==> config.mk <==
export PLATFORM = sky130hd
export DESIGN_NAME = dram_memctl
export DESIGN_NICKNAME = d
export VERILOG_FILES = /design/src/design/memmap_pkg.sv /design/src/design/addr_decode.sv /design/src/design/delay_tap.sv /design/src/design/dram_memctl.sv
export SDC_FILE = /design/constraint.sdc
export NUM_CORES = 1
export LEC_CHECK = 0
export ABC_AREA = 0
export BUFFER_PORTS_ARGS = -buffer_cell sky130_fd_sc_hd__buf_2
export CAP_MARGIN = 10
export CELL_PAD_IN_SITES_DETAIL_PLACEMENT = 0
export CELL_PAD_IN_SITES_GLOBAL_PLACEMENT = 1
export CORE_ASPECT_RATIO = 1.5
export CORE_MARGIN = 2
export CORE_UTILIZATION = 29
export CTS_CLUSTER_DIAMETER = 60
export DETAILED_ROUTE_END_ITERATION = 10
export PLACE_DENSITY_LB_ADDON = 0.1
export RECOVER_POWER = 25
export SYNTH_ARGS = -nofsm -noshare
export SYNTH_HDL_FRONTEND = slang
export SYNTH_SLANG_ARGS = --single-unit
export TNS_END_PERCENT = 5
==> constraint.sdc <==
create_clock -name I_CLK -period 2.5 [get_ports I_CLK]
set_input_delay 0.125 -clock I_CLK [delete_from_list [all_inputs] [get_ports I_CLK]]
set_output_delay 0.125 -clock I_CLK [all_outputs]
set_load 0.02 [all_outputs]
==> src/design/memmap_pkg.sv <==
// Package: address map, memory modes, DRAM timing constants and bundled types
package memmap_pkg;

  // ==========================================
  // Memory modes (select-one high, select-zero low)
  typedef enum logic [1:0] {
    MODE_0 = 2'b00,
    MODE_1 = 2'b01,
    MODE_2 = 2'b10,
    MODE_3 = 2'b11
  } mem_mode_t;

  // ==========================================
  // Address regions
  localparam logic [15:0] BOOT_ROM_LAST = 16'h0FFF;
  localparam logic [15:0] LOW_RAM_LAST = 16'h37FF;
  localparam logic [15:0] PRN_STAT_FIRST = 16'h37E8;
  localparam logic [15:0] PRN_STAT_LAST = 16'h37E9;
  localparam logic [15:0] KBD_FIRST = 16'h3800;
  localparam logic [15:0] KBD_LAST = 16'h3BFF;
  localparam logic [15:0] VID_FIRST = 16'h3C00;
  localparam logic [15:0] VID_LAST = 16'h3FFF;
  localparam logic [15:0] HI_KBD_FIRST = 16'hF400;
  localparam logic [15:0] HI_KBD_LAST = 16'hF7FF;
  localparam logic [15:0] HI_VID_FIRST = 16'hF800;

  // ==========================================
  // I/O port that maps the boot ROM (low bits ignored within 9C-9F)
  localparam logic [7:0] BOOT_PORT = 8'h9C;
  localparam logic [7:0] BOOT_PORT_MASK = 8'hFC;

  // ==========================================
  // Register interface: boot latch and status readback
  localparam logic [3:0] REG_CTRL = 4'h0;
  localparam logic [3:0] REG_STATUS = 4'h4;
  localparam int CTRL_BOOT_BIT = 0;
  localparam int STAT_MODE_LSB = 0;
  localparam int STAT_BOOT_BIT = 2;
  localparam int STAT_BANKS_BIT = 3;
  localparam int STAT_CYCLE_BIT = 4;

  // ==========================================
  // DRAM sequencing times in ns, 200 MHz clock
  localparam int CLK_NS = 5;
  localparam int MUX_DELAY_NS = 40;
  localparam int CAS_DELAY_NS = 70;
  localparam int PRECHARGE_NS = 120;
  localparam int MEM_REQUEST_HIGH_MIN_NS = 110;
  // Delays are least times: round up
  localparam int MUX_CYC = (MUX_DELAY_NS + CLK_NS - 1) / CLK_NS;
  localparam int CAS_CYC = (CAS_DELAY_NS + CLK_NS - 1) / CLK_NS;
  // Shortening needed so request low ends early enough for full precharge
  localparam int SHORTEN_CYC = (PRECHARGE_NS - MEM_REQUEST_HIGH_MIN_NS + CLK_NS - 1) / CLK_NS;
  localparam int DLY_W = 5;
  localparam logic [DLY_W-1:0] DLY_ZERO = 5'h00;

  // ==========================================
  // Bundles
  typedef struct packed {
    logic [15:0] addr;
    logic mem_request;
    logic rd;
    logic wr;
    logic opcode_fetch_cycle;
    logic refresh_indication;
  } cpu_bus_t;

  typedef struct packed {
    logic boot_rom;
    logic printer_status;
    logic keyboard;
    logic video;
    logic ram;
  } region_t;

endpackage

==> src/design/addr_decode.sv <==
// Address map decoder for the four memory modes
`timescale 1ns/1ps
module addr_decode (
  input wire logic [15:0] i_addr,         // Processor address
  input wire logic i_rd,                  // Read strobe
  input wire logic i_wr,                  // Write strobe
  input wire memmap_pkg::mem_mode_t i_mode, // Memory mode
  input wire logic i_rom_en,              // ROM enabled
  output memmap_pkg::region_t o_region    // Selected region
);

  memmap_pkg::region_t r;
  logic in_boot;
  logic in_kbd;
  logic in_vid;
  logic in_prn;

  assign in_boot = i_addr <= memmap_pkg::BOOT_ROM_LAST;
  assign in_prn = (i_addr >= memmap_pkg::PRN_STAT_FIRST) && (i_addr <= memmap_pkg::PRN_STAT_LAST);
  assign in_kbd = (i_addr >= memmap_pkg::KBD_FIRST) && (i_addr <= memmap_pkg::KBD_LAST);
  assign in_vid = (i_addr >= memmap_pkg::VID_FIRST) && (i_addr <= memmap_pkg::VID_LAST);

  always_comb begin
    r = '0;
    unique case (i_mode)
      memmap_pkg::MODE_0: begin
        if (i_rom_en && in_boot) begin
          r.boot_rom = 1'b1;
        end else if (in_prn) begin
          r.printer_status = 1'b1;
        end else if (in_kbd) begin
          r.keyboard = 1'b1;
        end else if (in_vid) begin
          r.video = 1'b1;
        end else if (i_addr <= memmap_pkg::LOW_RAM_LAST) begin
          // Low RAM is read only here: writes fall on nothing
          r.ram = i_rd && !i_wr;
        end else begin
          r.ram = 1'b1;
        end
      end
      memmap_pkg::MODE_1: begin
        if (i_rom_en && in_boot) begin
          r.boot_rom = !i_wr;
          r.ram = i_wr;
        end else if (in_kbd) begin
          r.keyboard = 1'b1;
        end else if (in_vid) begin
          r.video = 1'b1;
        end else begin
          r.ram = 1'b1;
        end
      end
      memmap_pkg::MODE_2: begin
        if (i_addr >= memmap_pkg::HI_VID_FIRST) begin
          r.video = 1'b1;
        end else if (i_addr >= memmap_pkg::HI_KBD_FIRST) begin
          r.keyboard = 1'b1;
        end else begin
          r.ram = 1'b1;
        end
      end
      memmap_pkg::MODE_3: begin
        r.ram = 1'b1;
      end
    endcase
  end

  assign o_region = r;

endmodule

==> src/design/delay_tap.sv <==
// Delay line replacement: cycles elapsed since a cycle start
`timescale 1ns/1ps
module delay_tap (
  input wire logic i_clk,                          // Clock
  input wire logic i_reset,                        // Sync reset
  input wire logic i_run,                          // Cycle in progress
  output logic [memmap_pkg::DLY_W-1:0] o_count     // Cycles since start
);

  logic [memmap_pkg::DLY_W-1:0] count_q;

  // Saturates so late taps stay asserted for long cycles
  always_ff @(posedge i_clk) begin
    if (i_reset || !i_run) begin
      count_q <= memmap_pkg::DLY_ZERO;
    end else if (count_q != {memmap_pkg::DLY_W{1'b1}}) begin
      count_q <= count_q + 1'b1;
    end
  end

  assign o_count = count_q;

endmodule

==> src/design/dram_memctl.sv <==
// Memory map decode and dynamic RAM cycle control
//
// Notes on behaviour
// Boot port write of one maps boot ROM
// Boot mapping happens only in mode 0
// One bank 64K, two banks 128K
// Row then column address via mux strobe
// Data buffer enable/direction from map decode
// Row, mux, column strobes delayed from one start
// Shorten request during fast opcode fetch cycles
// Shortened request starts each RAM cycle
// RAM accesses never insert wait states
// No mux or column strobe during refresh
// Row strobe steered to selected bank only, both banks on refresh
// Column strobe latched until cycle end
// Column strobe suppressed on video access
// Mode 0 address map
// Modes 2 and 3 maps, ROM enable ignored
// Mode 1 map, ROM reads, RAM writes
// Mode from two select lines
`timescale 1ns/1ps
module dram_memctl (
  input wire logic I_CLK,                       // 200 MHz clock
  input wire logic I_RESET,                     // Sync reset, active high
  input wire logic [15:0] I_ADDR,               // Processor address
  input wire logic I_MEM_REQUEST,               // Memory request, active high
  input wire logic I_RD,                        // Read cycle
  input wire logic I_WR,                        // Write cycle
  input wire logic I_OPCODE_FETCH_CYCLE,        // Opcode fetch cycle
  input wire logic I_REFRESH_INDICATION,        // Refresh cycle
  input wire logic I_IO_WR,                     // I/O write strobe
  input wire logic [7:0] I_IO_ADDR,             // I/O port address
  input wire logic [7:0] I_IO_DATA,             // I/O write data
  input wire logic I_MAP_SELECT_LO,             // Map select bit 0
  input wire logic I_MAP_SELECT_HI,             // Map select bit 1
  input wire logic I_ROM_EN,                    // ROM enabled strap
  input wire logic I_FAST,                      // 4 MHz processor mode
  input wire logic I_TWO_BANKS,                 // 128K populated
  input wire logic I_WB_CYC,                    // Wishbone cycle
  input wire logic I_WB_STB,                    // Wishbone strobe
  input wire logic I_WB_WE,                     // Wishbone write enable
  input wire logic [3:0] I_WB_ADR,              // Wishbone byte address
  input wire logic [3:0] I_WB_SEL,              // Wishbone byte selects
  input wire logic [31:0] I_WB_DAT,             // Wishbone write data
  output logic [31:0] O_WB_DAT,                 // Wishbone read data
  output logic O_WB_ACK,                        // Wishbone acknowledge
  output logic O_WB_ERR,                        // Wishbone error
  output logic [7:0] O_DRAM_ADDR,               // Multiplexed DRAM address
  output logic O_BANK0_ROW_STROBE_N,            // Bank 0 row strobe
  output logic O_BANK1_ROW_STROBE_N,            // Bank 1 row strobe
  output logic O_ADDR_HALF_SELECT_N,            // Mux select, low = column
  output logic O_COLUMN_STROBE_N,               // Column strobe
  output logic O_DRAM_WE_N,                     // DRAM write enable
  output logic O_BUF_EN_N,                      // Data buffer enable
  output logic O_BUF_DIR,                       // Buffer dir, 1 = to processor
  output logic O_SEL_BOOT_ROM,                  // Boot ROM select
  output logic O_SEL_PRINTER_STATUS,            // Printer status select
  output logic O_SEL_KEYBOARD,                  // Keyboard select
  output logic O_SEL_VIDEO,                     // Video select
  output logic O_WAIT                           // Wait request to processor
);

  // ==========================================
  // Mode and boot latch
  memmap_pkg::mem_mode_t mode;
  memmap_pkg::cpu_bus_t bus;
  memmap_pkg::region_t region;
  logic boot_q;
  logic rom_map;
  logic boot_io_hit;
  logic wb_req;
  logic wb_ctrl_wr;

  assign mode = memmap_pkg::mem_mode_t'({I_MAP_SELECT_HI, I_MAP_SELECT_LO});
  assign bus = '{addr: I_ADDR, mem_request: I_MEM_REQUEST, rd: I_RD, wr: I_WR,
                 opcode_fetch_cycle: I_OPCODE_FETCH_CYCLE, refresh_indication: I_REFRESH_INDICATION};

  assign boot_io_hit = I_IO_WR && ((I_IO_ADDR & memmap_pkg::BOOT_PORT_MASK) == memmap_pkg::BOOT_PORT);
  assign wb_req = I_WB_CYC && I_WB_STB && !O_WB_ACK && !O_WB_ERR;
  assign wb_ctrl_wr = wb_req && I_WB_WE && I_WB_SEL[0] && (I_WB_ADR == memmap_pkg::REG_CTRL);

  // Boot latch takes effect the cycle after the write, so the next fetch sees ROM
  always_ff @(posedge I_CLK) begin
    if (I_RESET) begin
      boot_q <= 1'b0;
    end else if (boot_io_hit) begin
      boot_q <= I_IO_DATA[0];
    end else if (wb_ctrl_wr) begin
      boot_q <= I_WB_DAT[memmap_pkg::CTRL_BOOT_BIT];
    end
  end

  // Latch only has mapping effect in mode 0
  assign rom_map = (I_ROM_EN || boot_q) && (mode == memmap_pkg::MODE_0) ||
                   I_ROM_EN && (mode == memmap_pkg::MODE_1);

  addr_decode u_decode (
    .i_addr(bus.addr),
    .i_rd(bus.rd),
    .i_wr(bus.wr),
    .i_mode(mode),
    .i_rom_en(rom_map),
    .o_region(region)
  );

  // ==========================================
  // Request shortening for fast opcode fetches
  logic req_q;
  logic [memmap_pkg::DLY_W-1:0] fetch_len_q;
  logic [memmap_pkg::DLY_W-1:0] last_len_q;
  logic [memmap_pkg::DLY_W-1:0] cut_len;
  logic shortened_mem_request;
  logic cycle_start;
  logic fetch_q;

  always_ff @(posedge I_CLK) begin
    if (I_RESET) begin
      req_q <= 1'b0;
    end else begin
      req_q <= bus.mem_request;
    end
  end

  assign cycle_start = bus.mem_request && !req_q;

  // Fetch flag drops with the request, so learning looks at the flag of the cycle just ended
  always_ff @(posedge I_CLK) begin
    if (I_RESET) begin
      fetch_q <= 1'b0;
    end else begin
      fetch_q <= bus.opcode_fetch_cycle;
    end
  end

  // Learn the fetch low time so it can be cut by the precharge shortfall
  always_ff @(posedge I_CLK) begin
    // Cleared while idle so a stale length never cuts the start of the next cycle
    if (I_RESET || cycle_start || !bus.mem_request) begin
      fetch_len_q <= memmap_pkg::DLY_ZERO;
    end else if (bus.mem_request && fetch_len_q != {memmap_pkg::DLY_W{1'b1}}) begin
      fetch_len_q <= fetch_len_q + 1'b1;
    end
  end

  always_ff @(posedge I_CLK) begin
    if (I_RESET) begin
      last_len_q <= {memmap_pkg::DLY_W{1'b1}};
    end else if (!bus.mem_request && req_q && fetch_q) begin
      last_len_q <= fetch_len_q;
    end
  end

  assign cut_len = last_len_q - memmap_pkg::DLY_W'(memmap_pkg::SHORTEN_CYC);

  // Only opcode fetches at 4 MHz are cut; others follow the request
  assign shortened_mem_request = bus.mem_request &&
      !(I_FAST && bus.opcode_fetch_cycle && !bus.refresh_indication &&
        last_len_q > memmap_pkg::DLY_W'(memmap_pkg::SHORTEN_CYC) && fetch_len_q >= cut_len);

  // ==========================================
  // Strobe sequence
  logic [memmap_pkg::DLY_W-1:0] tap;
  logic ram_cycle;
  logic cycle_row_strobe_n;
  logic delayed_column_strobe_n;
  logic cas_hold_q;
  logic bank_hi;

  assign ram_cycle = region.ram || region.video;

  delay_tap u_tap (
    .i_clk(I_CLK),
    .i_reset(I_RESET),
    .i_run(shortened_mem_request),
    .o_count(tap)
  );

  assign cycle_row_strobe_n = !(shortened_mem_request && (ram_cycle || bus.refresh_indication));
  assign delayed_column_strobe_n = !(tap >= memmap_pkg::DLY_W'(memmap_pkg::CAS_CYC));

  // Column strobe held from its tap until the processor request ends
  always_ff @(posedge I_CLK) begin
    if (I_RESET || !bus.mem_request) begin
      cas_hold_q <= 1'b0;
    end else if (!delayed_column_strobe_n && !cycle_row_strobe_n && !bus.refresh_indication) begin
      cas_hold_q <= 1'b1;
    end
  end

  // Upper 32K goes to the second bank (128K uses bank 1 for the high half in every mode)
  assign bank_hi = I_TWO_BANKS && bus.addr[15];

  logic mux_q;
  logic row0_q;
  logic row1_q;
  logic col_q;
  logic we_q;

  always_ff @(posedge I_CLK) begin
    if (I_RESET) begin
      row0_q <= 1'b1;
      row1_q <= 1'b1;
    end else begin
      row0_q <= cycle_row_strobe_n || (bank_hi && !bus.refresh_indication);
      row1_q <= cycle_row_strobe_n || (!bank_hi && !bus.refresh_indication);
    end
  end

  always_ff @(posedge I_CLK) begin
    if (I_RESET) begin
      mux_q <= 1'b1;
    end else begin
      mux_q <= cycle_row_strobe_n || bus.refresh_indication ||
               (tap < memmap_pkg::DLY_W'(memmap_pkg::MUX_CYC));
    end
  end

  always_ff @(posedge I_CLK) begin
    if (I_RESET) begin
      col_q <= 1'b1;
    end else begin
      col_q <= !(cas_hold_q && !bus.refresh_indication && !region.video);
    end
  end

  always_ff @(posedge I_CLK) begin
    if (I_RESET) begin
      we_q <= 1'b1;
    end else begin
      we_q <= !(bus.wr && region.ram);
    end
  end

  assign O_BANK0_ROW_STROBE_N = row0_q;
  assign O_BANK1_ROW_STROBE_N = row1_q;
  assign O_ADDR_HALF_SELECT_N = mux_q;
  assign O_COLUMN_STROBE_N = col_q;
  assign O_DRAM_WE_N = we_q;

  // Row half A0-A7 while high, column half A8-A15 once switched
  always_ff @(posedge I_CLK) begin
    if (I_RESET) begin
      O_DRAM_ADDR <= 8'h00;
    end else begin
      O_DRAM_ADDR <= mux_q ? bus.addr[7:0] : bus.addr[15:8];
    end
  end

  // ==========================================
  // Buffer and region selects
  assign O_BUF_EN_N = !(region.ram && bus.mem_request && !bus.refresh_indication);
  assign O_BUF_DIR = bus.rd;
  assign O_SEL_BOOT_ROM = region.boot_rom && bus.mem_request;
  assign O_SEL_PRINTER_STATUS = region.printer_status && bus.mem_request;
  assign O_SEL_KEYBOARD = region.keyboard && bus.mem_request;
  assign O_SEL_VIDEO = region.video && bus.mem_request;
  assign O_WAIT = 1'b0;

  // ==========================================
  // Register slave: one-cycle ack, unmapped answers err
  logic [31:0] rd_d;
  logic hit;

  assign hit = (I_WB_ADR == memmap_pkg::REG_CTRL) || (I_WB_ADR == memmap_pkg::REG_STATUS);

  always_comb begin
    rd_d = 32'h0000_0000;
    if (I_WB_ADR == memmap_pkg::REG_CTRL) begin
      rd_d[memmap_pkg::CTRL_BOOT_BIT] = boot_q;
    end else if (I_WB_ADR == memmap_pkg::REG_STATUS) begin
      rd_d[memmap_pkg::STAT_MODE_LSB +: 2] = mode;
      rd_d[memmap_pkg::STAT_BOOT_BIT] = rom_map;
      rd_d[memmap_pkg::STAT_BANKS_BIT] = I_TWO_BANKS;
      rd_d[memmap_pkg::STAT_CYCLE_BIT] = !cycle_row_strobe_n;
    end
  end

  always_ff @(posedge I_CLK) begin
    if (I_RESET) begin
      O_WB_ACK <= 1'b0;
      O_WB_ERR <= 1'b0;
      O_WB_DAT <= 32'h0000_0000;
    end else begin
      O_WB_ACK <= wb_req && hit;
      O_WB_ERR <= wb_req && !hit;
      O_WB_DAT <= (wb_req && hit && !I_WB_WE) ? rd_d : 32'h0000_0000;
    end
  end

endmodule

==> impl_summary.log, run 1 <==
INFO  metric grt_pass1_vias = 1694
INFO  metric fmax = 519 MHz
INFO  metric gp_congestion = 0.704
INFO  metric cts_buffer_depth = 2
INFO  metric design.portCount = 142
INFO  metric yosys_warnings = 0
INFO  metric post_synth_instance_area = 2100 µm²
INFO  metric ctsRootBufferMaster = clkbuf_8
INFO  metric fin_util = 0.354
INFO  metric critical_path.startpoint_type = flip-flop
INFO  metric static-leakage-power = 1.29 nW
INFO  metric final.min_clock_period = 1.92 ns
INFO  metric drt.antenna.violating_nets = 0
INFO  metric grt_first_pass_wirelength = 7850 µm
INFO  metric ffs_w_async_s_r_synth = 0
INFO  metric cts_num_sinks = 39
INFO  metric critPathCaptureType = flip-flop
INFO  metric finalWirelength = 4900 µm
INFO  metric min_period_over_period = 0.770
INFO  metric worstHoldEndpoint = O_WB_DAT[0]$_SDFF_PP0_
INFO  metric clk_transition_reported_paths = 0.08 ns
INFO  metric regToRegSetupSlack = 0.58 ns
INFO  metric ctsHtreeMaxLevel = 2
INFO  metric status = finished, final reports clean
INFO  metric timing.critical_path.fanout_max = 5
INFO  metric timing.rr.start = last_len_q[1]$_SDFFE_PP1P_
INFO  metric route.detailed.wl_per_inst = 12.7 µm
INFO  metric grt_use_total = 0.129
INFO  metric p_int = 0.00103 W
INFO  metric hold_path_startpoint = I_WB_WE
INFO  metric ff2ff_path_depth = 7
INFO  metric cap_viol_max_count = 0
INFO  metric synth_flop_cell = dfxtp_1
INFO  metric clkLatencyLatePin = 0.29 ns
INFO  metric regToRegEndpoint = u_tap.o_count[1]$_SDFFE_PP0P_
INFO  metric p_comb_frac = 0.134
INFO  metric drive_above_1_share = 0.243
INFO  metric path_class = reg -> reg
INFO  metric synth-seq-cells = 39
INFO  metric drcViolationCount = 0
INFO  metric routed_via_density = 4.55
INFO  metric cts-resized-gates = 0
INFO  metric clock_skew = 0.00730 ns
INFO  metric synth_cells = 231
INFO  metric synth-edff-count = 0
INFO  metric power-per-cell-area = 555 nW/µm²
INFO  metric hold_viol_final = 0
INFO  metric ir_drop = 220 µV
INFO  metric port-buffer-count = 70
INFO  metric cts.hold.buffers_added = 0
INFO  metric drt_first_iter_violations = 66
INFO  metric report.final.slew_viol_count = 0
INFO  metric whs_path_depth = 2
INFO  metric synth_sequential_area_ratio = 0.373
INFO  metric worst_hold_check_path_type = in -> reg
INFO  metric place.detailed.hpwl = 4000 µm
INFO  metric tritoncts = built
INFO  metric timing.critical_path.required = 2.67 ns
INFO  metric die-area = 7940 µm²
INFO  metric synth_cell_types = 46
INFO  metric firstDrtPassIters = 4
INFO  metric die_width = 73.4 µm
INFO  metric design.final.nets = 403
INFO  metric rsz0062_at_grt = no
INFO  metric via_count = 1751
INFO  metric slew_headroom = 0.599
INFO  metric finalSetupTns = 0 ns
INFO  metric finalHoldWorstSlack = 0.0449 ns
INFO  metric antenna_cells_inserted = 0
INFO  metric worstMarginPinSlew = 0.602 ns
INFO  metric layout-area-overhead-vs-synth = 20.4%
INFO  metric global_route.overflow_total = 0
INFO  metric switchingPower = 0.000372 W
INFO  metric grt_max_degree = 13
INFO  metric swShare = 0.266
INFO  metric share_clk_of_total_power = 0.400
INFO  metric finalSetupViolCount = 0
INFO  metric cts-buffers-inserted = 5
INFO  metric grt_antenna_before_repair = 0
INFO  metric core_area = 7130 µm²
INFO  metric num_rows = 38
INFO  metric power_frac_seq = 0.466
INFO  metric postCtsSetupBuffers = 0
INFO  metric die_y = 108 µm
INFO  metric cp.arrival = 2.09 ns
INFO  metric start_util = 0.294
INFO  metric crit_path_start = last_len_q[1]$_SDFFE_PP1P_
INFO  metric synthesis.area_per_instance = 9.07 µm²
## cells in the mapped netlist (3+ instances only)
cell type / n / area, µm²
nor2_1: 25 / 93.8
xor2_1: 4 / 35.0
buf_4: 29 / 218
nand2_1: 18 / 67.6
nor2b_1: 8 / 50.1
a21oi_1: 4 / 20.0
mux2i_1: 15 / 150
and3_1: 5 / 31.3
o211ai_1: 3 / 22.5
inv_1: 7 / 26.3
dfxtp_1: 39 / 781
xnor2_1: 4 / 35.0
nor3_1: 7 / 35.0
ha_1: 11 / 138
o21ai_0: 3 / 15.0
nand4b_1: 4 / 35.0
nand3_1: 7 / 35.0
## cells in the final DEF, fill, tap and decap left out, types with 2 or more instances in the layout
cell type / netlist / routed
buf_2: 0 / 56
dfxtp_1: 39 / 39
conb_1: 1 / 28
nor2_1: 25 / 25
nand2_1: 18 / 18
mux2i_1: 15 / 15
clkbuf_1: 2 / 14
ha_1: 11 / 11
inv_1: 7 / 8
nor2b_1: 8 / 8
nand3_1: 7 / 7
nor3_1: 7 / 7
clkbuf_8: 0 / 6
and3_1: 5 / 5
nand4b_1: 4 / 4
a21oi_1: 4 / 4
xnor2_1: 4 / 4
xor2_1: 4 / 4
o21ai_0: 3 / 3
o211ai_1: 3 / 3
or3_1: 2 / 2
a31oi_1: 2 / 2
nor4bb_1: 2 / 2
o21ai_2: 2 / 2
a21oi_2: 2 / 2
o2111ai_1: 2 / 2
and4bb_1: 2 / 2
o211a_1: 2 / 2
## registers in the layout (all words and copies together) (netlist names)
name	count
O_DRAM_ADDR	8
O_WB_DAT	5
fetch_len_q	5
last_len_q	5
u_tap.o_count	5
O_ADDR_HALF_SELECT_N	1
O_BANK0_ROW_STROBE_N	1
O_BANK1_ROW_STROBE_N	1
O_COLUMN_STROBE_N	1
O_DRAM_WE_N	1
O_WB_ACK	1
O_WB_ERR	1
boot_q	1
cas_hold_q	1
fetch_q	1
req_q	1
## layer usage
metal | vias up | wire [µm] | track usage | part of all wire
li1 | 891 | - | - | -
met1 | 797 | 1950 | 0.144 | 0.40
met2 | 57 | 2570 | 0.228 | 0.52
met3 | 6 | 293 | 0.0317 | 0.060
met4 | 0 | 80 | 0.0532 | 0.016
met5 | - | 0 | 0 | 0
## worst max-delay path, cell delays in order, from the launching register on
cell and delay, ns:
dfxtp_1 0.37, inv_1 0.07, ha_1 0.22, xnor2_1 0.13, ha_1 0.27, o2111ai_1 0.16
a31oi_1 0.47, nor2_1 0.09
## logic make-up (layout without fill, tap and decap cells)
family	count (synthesis)	in the layout	synth area share
DFF	39	39	0.373
muxes	16	16	0.0770
and+or+nand+nor	89	89	0.229
adders and majority gates	11	11	0.0657
buffers and inverters	40	87	0.124
other	1	28	0.00179
AOI/OAI and AO/OA	27	27	0.0973
xor gates and xnor gates	8	8	0.0334
## power by group through the flow
stage / clock network (W) / logic, W / registers [W]
2_1_floorplan: 0 / 0.000135 / 0.000680
3_3_place_gp: 0 / 0.000192 / 0.000667
3_5_place_dp: 0 / 0.000193 / 0.000667
4_1_cts: 0.000583 / 0.000194 / 0.000652
5_1_grt: 0.000607 / 0.000208 / 0.000655
6_report: 0.000560 / 0.000188 / 0.000652
## layout make-up
cell class              count  area, µm²
clock buffers               6       82.6
clock inverters             2       35.0
fillers                   787       4610
inverters                   9       33.8
multi-input cells         179       1160
flip-flops and latches     39        781
well taps                  80        100
repair buffers             70        333
## stage by stage
| stage | setup slack [ns] | instance area [µm²] | power, W | instances |
|---|---|---|---|---|
| floorplan | 0.762 | 2200 | 0.000815 | 258 |
| global placement | 0.512 | 2420 | 0.000859 | 377 |
| detailed placement | 0.530 | 2420 | 0.000860 | 377 |
| CTS | 0.507 | 2540 | 0.00143 | 385 |
| global route | 0.406 | 2520 | 0.00147 | 385 |
| finish | 0.575 | 2520 | 0.00140 | 385 |
## worst max-delay path by stage
stage | end | depth (start not counted)
2_1_floorplan | cas_hold_q$_SDFFE_PP0P_ | 7
3_3_place_gp | u_tap.o_count[1]$_SDFFE_PP0P_ | 7
3_5_place_dp | u_tap.o_count[1]$_SDFFE_PP0P_ | 7
4_1_cts | u_tap.o_count[1]$_SDFFE_PP0P_ | 7
5_1_grt | u_tap.o_count[3]$_SDFFE_PP0P_ | 7
6_report | u_tap.o_count[1]$_SDFFE_PP0P_ | 7
(Power assumes the default switching activity.)
==> run 2: changes to the inputs <==
--- a/config.mk
+++ b/config.mk
@@ -12,7 +12,7 @@
 export CELL_PAD_IN_SITES_GLOBAL_PLACEMENT = 1
 export CORE_ASPECT_RATIO = 1.5
 export CORE_MARGIN = 2
-export CORE_UTILIZATION = 29
+export CORE_UTILIZATION = 26
 export CTS_CLUSTER_DIAMETER = 60
 export DETAILED_ROUTE_END_ITERATION = 10
 export PLACE_DENSITY_LB_ADDON = 0.1
==> constraint.sdc (replaced) <==
create_clock -name I_CLK -period 1.59 [get_ports I_CLK]
set_input_delay 0.0795 -clock I_CLK [delete_from_list [all_inputs] [get_ports I_CLK]]
set_output_delay 0.0795 -clock I_CLK [all_outputs]
set_load 0.02 [all_outputs]
==> run 2 against run 1 <==
  * The run now ends with setup timing left
  * Final cell count up 12%
  * First-iteration DRC count down 29%
  * Combinational power up 78%
  * Clock skew down 0.0016 ns
  * Via count up 4.1%
  * Final area up 14%
  * Count of clock-buffer cells in the layout unchanged
  * Worst hold slack worse by 0.028 ns
  * Flip-flop and latch count unchanged
  * Utilization up 0.90 points
  * Non-clock buffer count up 20
  * Die area up 11%
  * Largest power group is now the clock network
  * Highest routed layer unchanged
==> impl_summary.log, run 2 (synthesis results as in run 1) <==
INFO  metric min_period_over_period = 1.11 (+0.337)
INFO  metric cap_viol_max_count = 0 (unchanged)
INFO  metric via_count = 1822 (+4.1%)
INFO  metric switchingPower = 0.000608 W (+63%)
INFO  metric drt_first_iter_violations = 47 (-29%)
INFO  metric static-leakage-power = 1.43 nW (+11%)
INFO  metric failed_checks = setup timing
INFO  metric global_route.overflow_total = 0 (unchanged)
INFO  metric layout_common_cells = 58 x buf_2, 35 x dfxtp_1, 28 x conb_1, 25 x nor2_1, 20 x buf_4
INFO  metric critical_path.startpoint_type = flip-flop
INFO  metric cts-buffers-inserted = 5 (unchanged)
INFO  metric timing.critical_path.fanout_max = 4 (-1)
INFO  metric crit_path_largest_cell_delay = 0.35 ns (-0.12 ns)
INFO  metric power_frac_seq = 0.406 (-0.060)
INFO  metric clk_transition_reported_paths = 0.06 ns (-0.02 ns)
INFO  metric worst-path-buf-inv = 1 (unchanged)
INFO  metric antenna_cells_inserted = 0 (unchanged)
INFO  metric clock_skew = 0.00571 ns (-0.00159 ns)
INFO  metric swShare = 0.241 (-0.0249)
INFO  metric design.final.nets = 423 (+5.0%)
INFO  metric grt_use_total = 0.125 (-0.00327)
INFO  metric critPathCaptureType = flip-flop
INFO  metric met2RoutedLength = 2900 µm (+13%)
INFO  metric ctsRootBufferMaster = clkbuf_16
INFO  metric postCtsSetupBuffers = 0 (unchanged)
INFO  metric regToRegSetupSlack = -0.17 ns (-0.75 ns)
INFO  metric grt_first_pass_wirelength = 8600 µm (+9.6%)
INFO  metric drcViolationCount = 0 (unchanged)
INFO  metric grt_max_degree = 13 (unchanged)
INFO  metric finish.cell_count_without_fillers = 430 (+12%)
INFO  metric finalHoldWorstSlack = 0.0167 ns (-0.0282 ns)
INFO  metric hold_viol_final = 0 (unchanged)
INFO  metric finalWirelength = 5410 µm (+10%)
INFO  metric timing.critical_path.cells = inv_2, ha_4, xnor2_2, ha_1, o2111ai_4, a31o_4, a32o_2
INFO  metric regMostFlops = O_DRAM_ADDR
INFO  metric num_rows = 40 (+5.3%)
INFO  metric grt_antenna_before_repair = 0 (unchanged)
INFO  metric critPathTopFamily = compound AO/OA/AOI/OAI gates
INFO  metric hold_path_startpoint = I_WR
INFO  metric cts_num_sinks = 39 (unchanged)
INFO  metric worstMarginPinSlew = 0.695 ns (+0.0938 ns)
INFO  metric routed_via_density = 4.24 (-6.8%)
INFO  metric port-buffer-count = 70 (unchanged)
INFO  metric final.min_clock_period = 1.76 ns (-0.165 ns)
INFO  metric finalSetupViolCount = 12 (+12)
INFO  metric clkLatencyLatePin = 0.28 ns (about the same)
INFO  metric ctsHtreeMaxLevel = 2 (unchanged)
INFO  metric slew_headroom = 0.536 (-0.0625)
INFO  metric rsz0062_at_grt = yes
INFO  metric grt_pass1_vias = 1866 (+10%)
INFO  metric firstDrtPassIters = 4 (unchanged)
INFO  metric layout-area-overhead-vs-synth = 36.8%
INFO  metric ff2ff_path_depth = 7 (unchanged)
INFO  metric place.detailed.hpwl = 4480 µm (+12%)
INFO  metric wl_met1 = 2130 µm (+8.8%)
INFO  metric timing.critical_path.required = 1.76 ns (-0.91 ns)
INFO  metric whs_path_depth = 2 (unchanged)
INFO  metric die_y = 114 µm (+5.4%)
INFO  metric cp.arrival = 1.93 ns (-0.16 ns)
INFO  metric final_common_cell = buf_2
INFO  metric drive_above_1_share = 0.348 (+0.105)
INFO  metric worstHoldEndpoint = O_DRAM_WE_N$_SDFF_PP1_
INFO  metric die_width = 77.3 µm (+5.3%)
INFO  metric design.portCount = 142 (unchanged)
INFO  metric start_util = 0.265 (-0.0288)
INFO  metric regToRegEndpoint = cas_hold_q$_SDFFE_PP0P_
INFO  metric fmax = 568 MHz (+9.4%)
INFO  metric postLayoutSetupSlackWorst = -0.170 ns (-0.745 ns)
INFO  metric p_comb_frac = 0.133 (about the same)
INFO  metric power-per-cell-area = 879 nW/µm² (+58%)
INFO  metric timing.rr.start = last_len_q[2]$_SDFFE_PP1P_
INFO  metric drt.antenna.violating_nets = 0 (unchanged)
INFO  metric status = complete, but fails checks
INFO  metric placedCellCount = 421 (+12%)
INFO  metric uppermost_layer_routed = met4
INFO  metric path_class = reg -> reg
INFO  metric cts_buffer_depth = 2 (unchanged)
INFO  metric worst_hold_check_path_type = in -> reg
INFO  metric route.detailed.wl_per_inst = 12.6 µm (-1.2%)
INFO  metric tritoncts = built
INFO  metric timing.critical_path.slowest_stage_cell = dfxtp_2
INFO  metric die-area = 8810 µm² (+11%)
INFO  metric report.final.slew_viol_count = 0 (unchanged)
INFO  metric core_area = 7910 µm² (+11%)
INFO  metric met3WireLength = 296 µm (+1.0%)
INFO  metric share_clk_of_total_power = 0.461 (+0.061)
INFO  metric largest_register_ffs = 8 (unchanged)
INFO  metric gp_congestion = 0.793 (+13%)
INFO  metric p_int = 0.00191 W (+86%)
INFO  metric ir_drop = 352 µV (+60%)
==> run 2: cell type report <==
cell class | instances | area (µm²)
clock buffers | 6 | 139
fillers | 881 | 5040
clock inverters | 2 | 35.0
well taps | 105 | 131
flip-flops and latches | 39 | 788
repair buffers | 90 | 492
multi-input cells | 179 | 1250
inverters | 9 | 33.8
==> run 2: worst max path at each step <==
stage                                     startpoint                       endpoint  slack (ns)  cells past startpoint
after detailed placement  last_len_q[1]$_SDFFE_PP1P_  u_tap.o_count[0]$_SDFFE_PP0P_       -0.20                      7
final                     last_len_q[2]$_SDFFE_PP1P_        cas_hold_q$_SDFFE_PP0P_       -0.17                      7
after CTS                 last_len_q[2]$_SDFFE_PP1P_        cas_hold_q$_SDFFE_PP0P_       -0.18                      7
after global routing      last_len_q[2]$_SDFFE_PP1P_        cas_hold_q$_SDFFE_PP0P_       -0.24                      7
after global placement    last_len_q[1]$_SDFFE_PP1P_  u_tap.o_count[0]$_SDFFE_PP0P_       -0.17                      6
after floorplan           last_len_q[3]$_SDFFE_PP1P_        cas_hold_q$_SDFFE_PP0P_       -0.09                      6
==> run 2: per-layer routing <==
metal,vias to the layer above,global-route usage
met5,-,0
met4,0,0.0536
met3,7,0.0332
met2,58,0.232
met1,823,0.133
li1,934,-
==> run 2: worst reg2reg max path: cells and delay by family (launching register included) <==
family	cells	cell delay [ns]
AOI/OAI and AO/OA	3	0.65
xor gates and xnor gates	1	0.12
adders and majority gates	2	0.47
buffers and inverters	1	0.05
DFF	1	0.35
==> run 2: timing repair <==
item	4_1_cts	5_1_grt
resized for setup	7	8
hold buffers	1	0
cloned	0	0
setup endpoints to repair	13	14
pin swaps	5	3
hold endpoints to repair	1	0
==> run 2: power groups by stage <==
stage / registers [W] / clock network (W) / logic, W
after floorplan: 0.00107 / 0 / 0.000214
after global placement: 0.00105 / 0 / 0.000330
after detailed placement: 0.00105 / 0 / 0.000329
after CTS: 0.00103 / 0.00121 / 0.000335
after global routing: 0.00103 / 0.00125 / 0.000375
final: 0.00102 / 0.00116 / 0.000335
==> run 2: per-stage QoR <==
stage               setup TNS [ns]   util  total power [W]  setup WS [ns]  instance area (µm²)
floorplan                   -0.136      -          0.00128        -0.0933                 2220
global placement             -1.37  0.331          0.00138         -0.174                 2620
detailed placement           -1.48  0.331          0.00138         -0.204                 2620
CTS                         -0.930  0.358          0.00257         -0.177                 2830
global route                 -2.12  0.363          0.00265         -0.240                 2870
finish                      -0.739  0.363          0.00252         -0.170                 2870
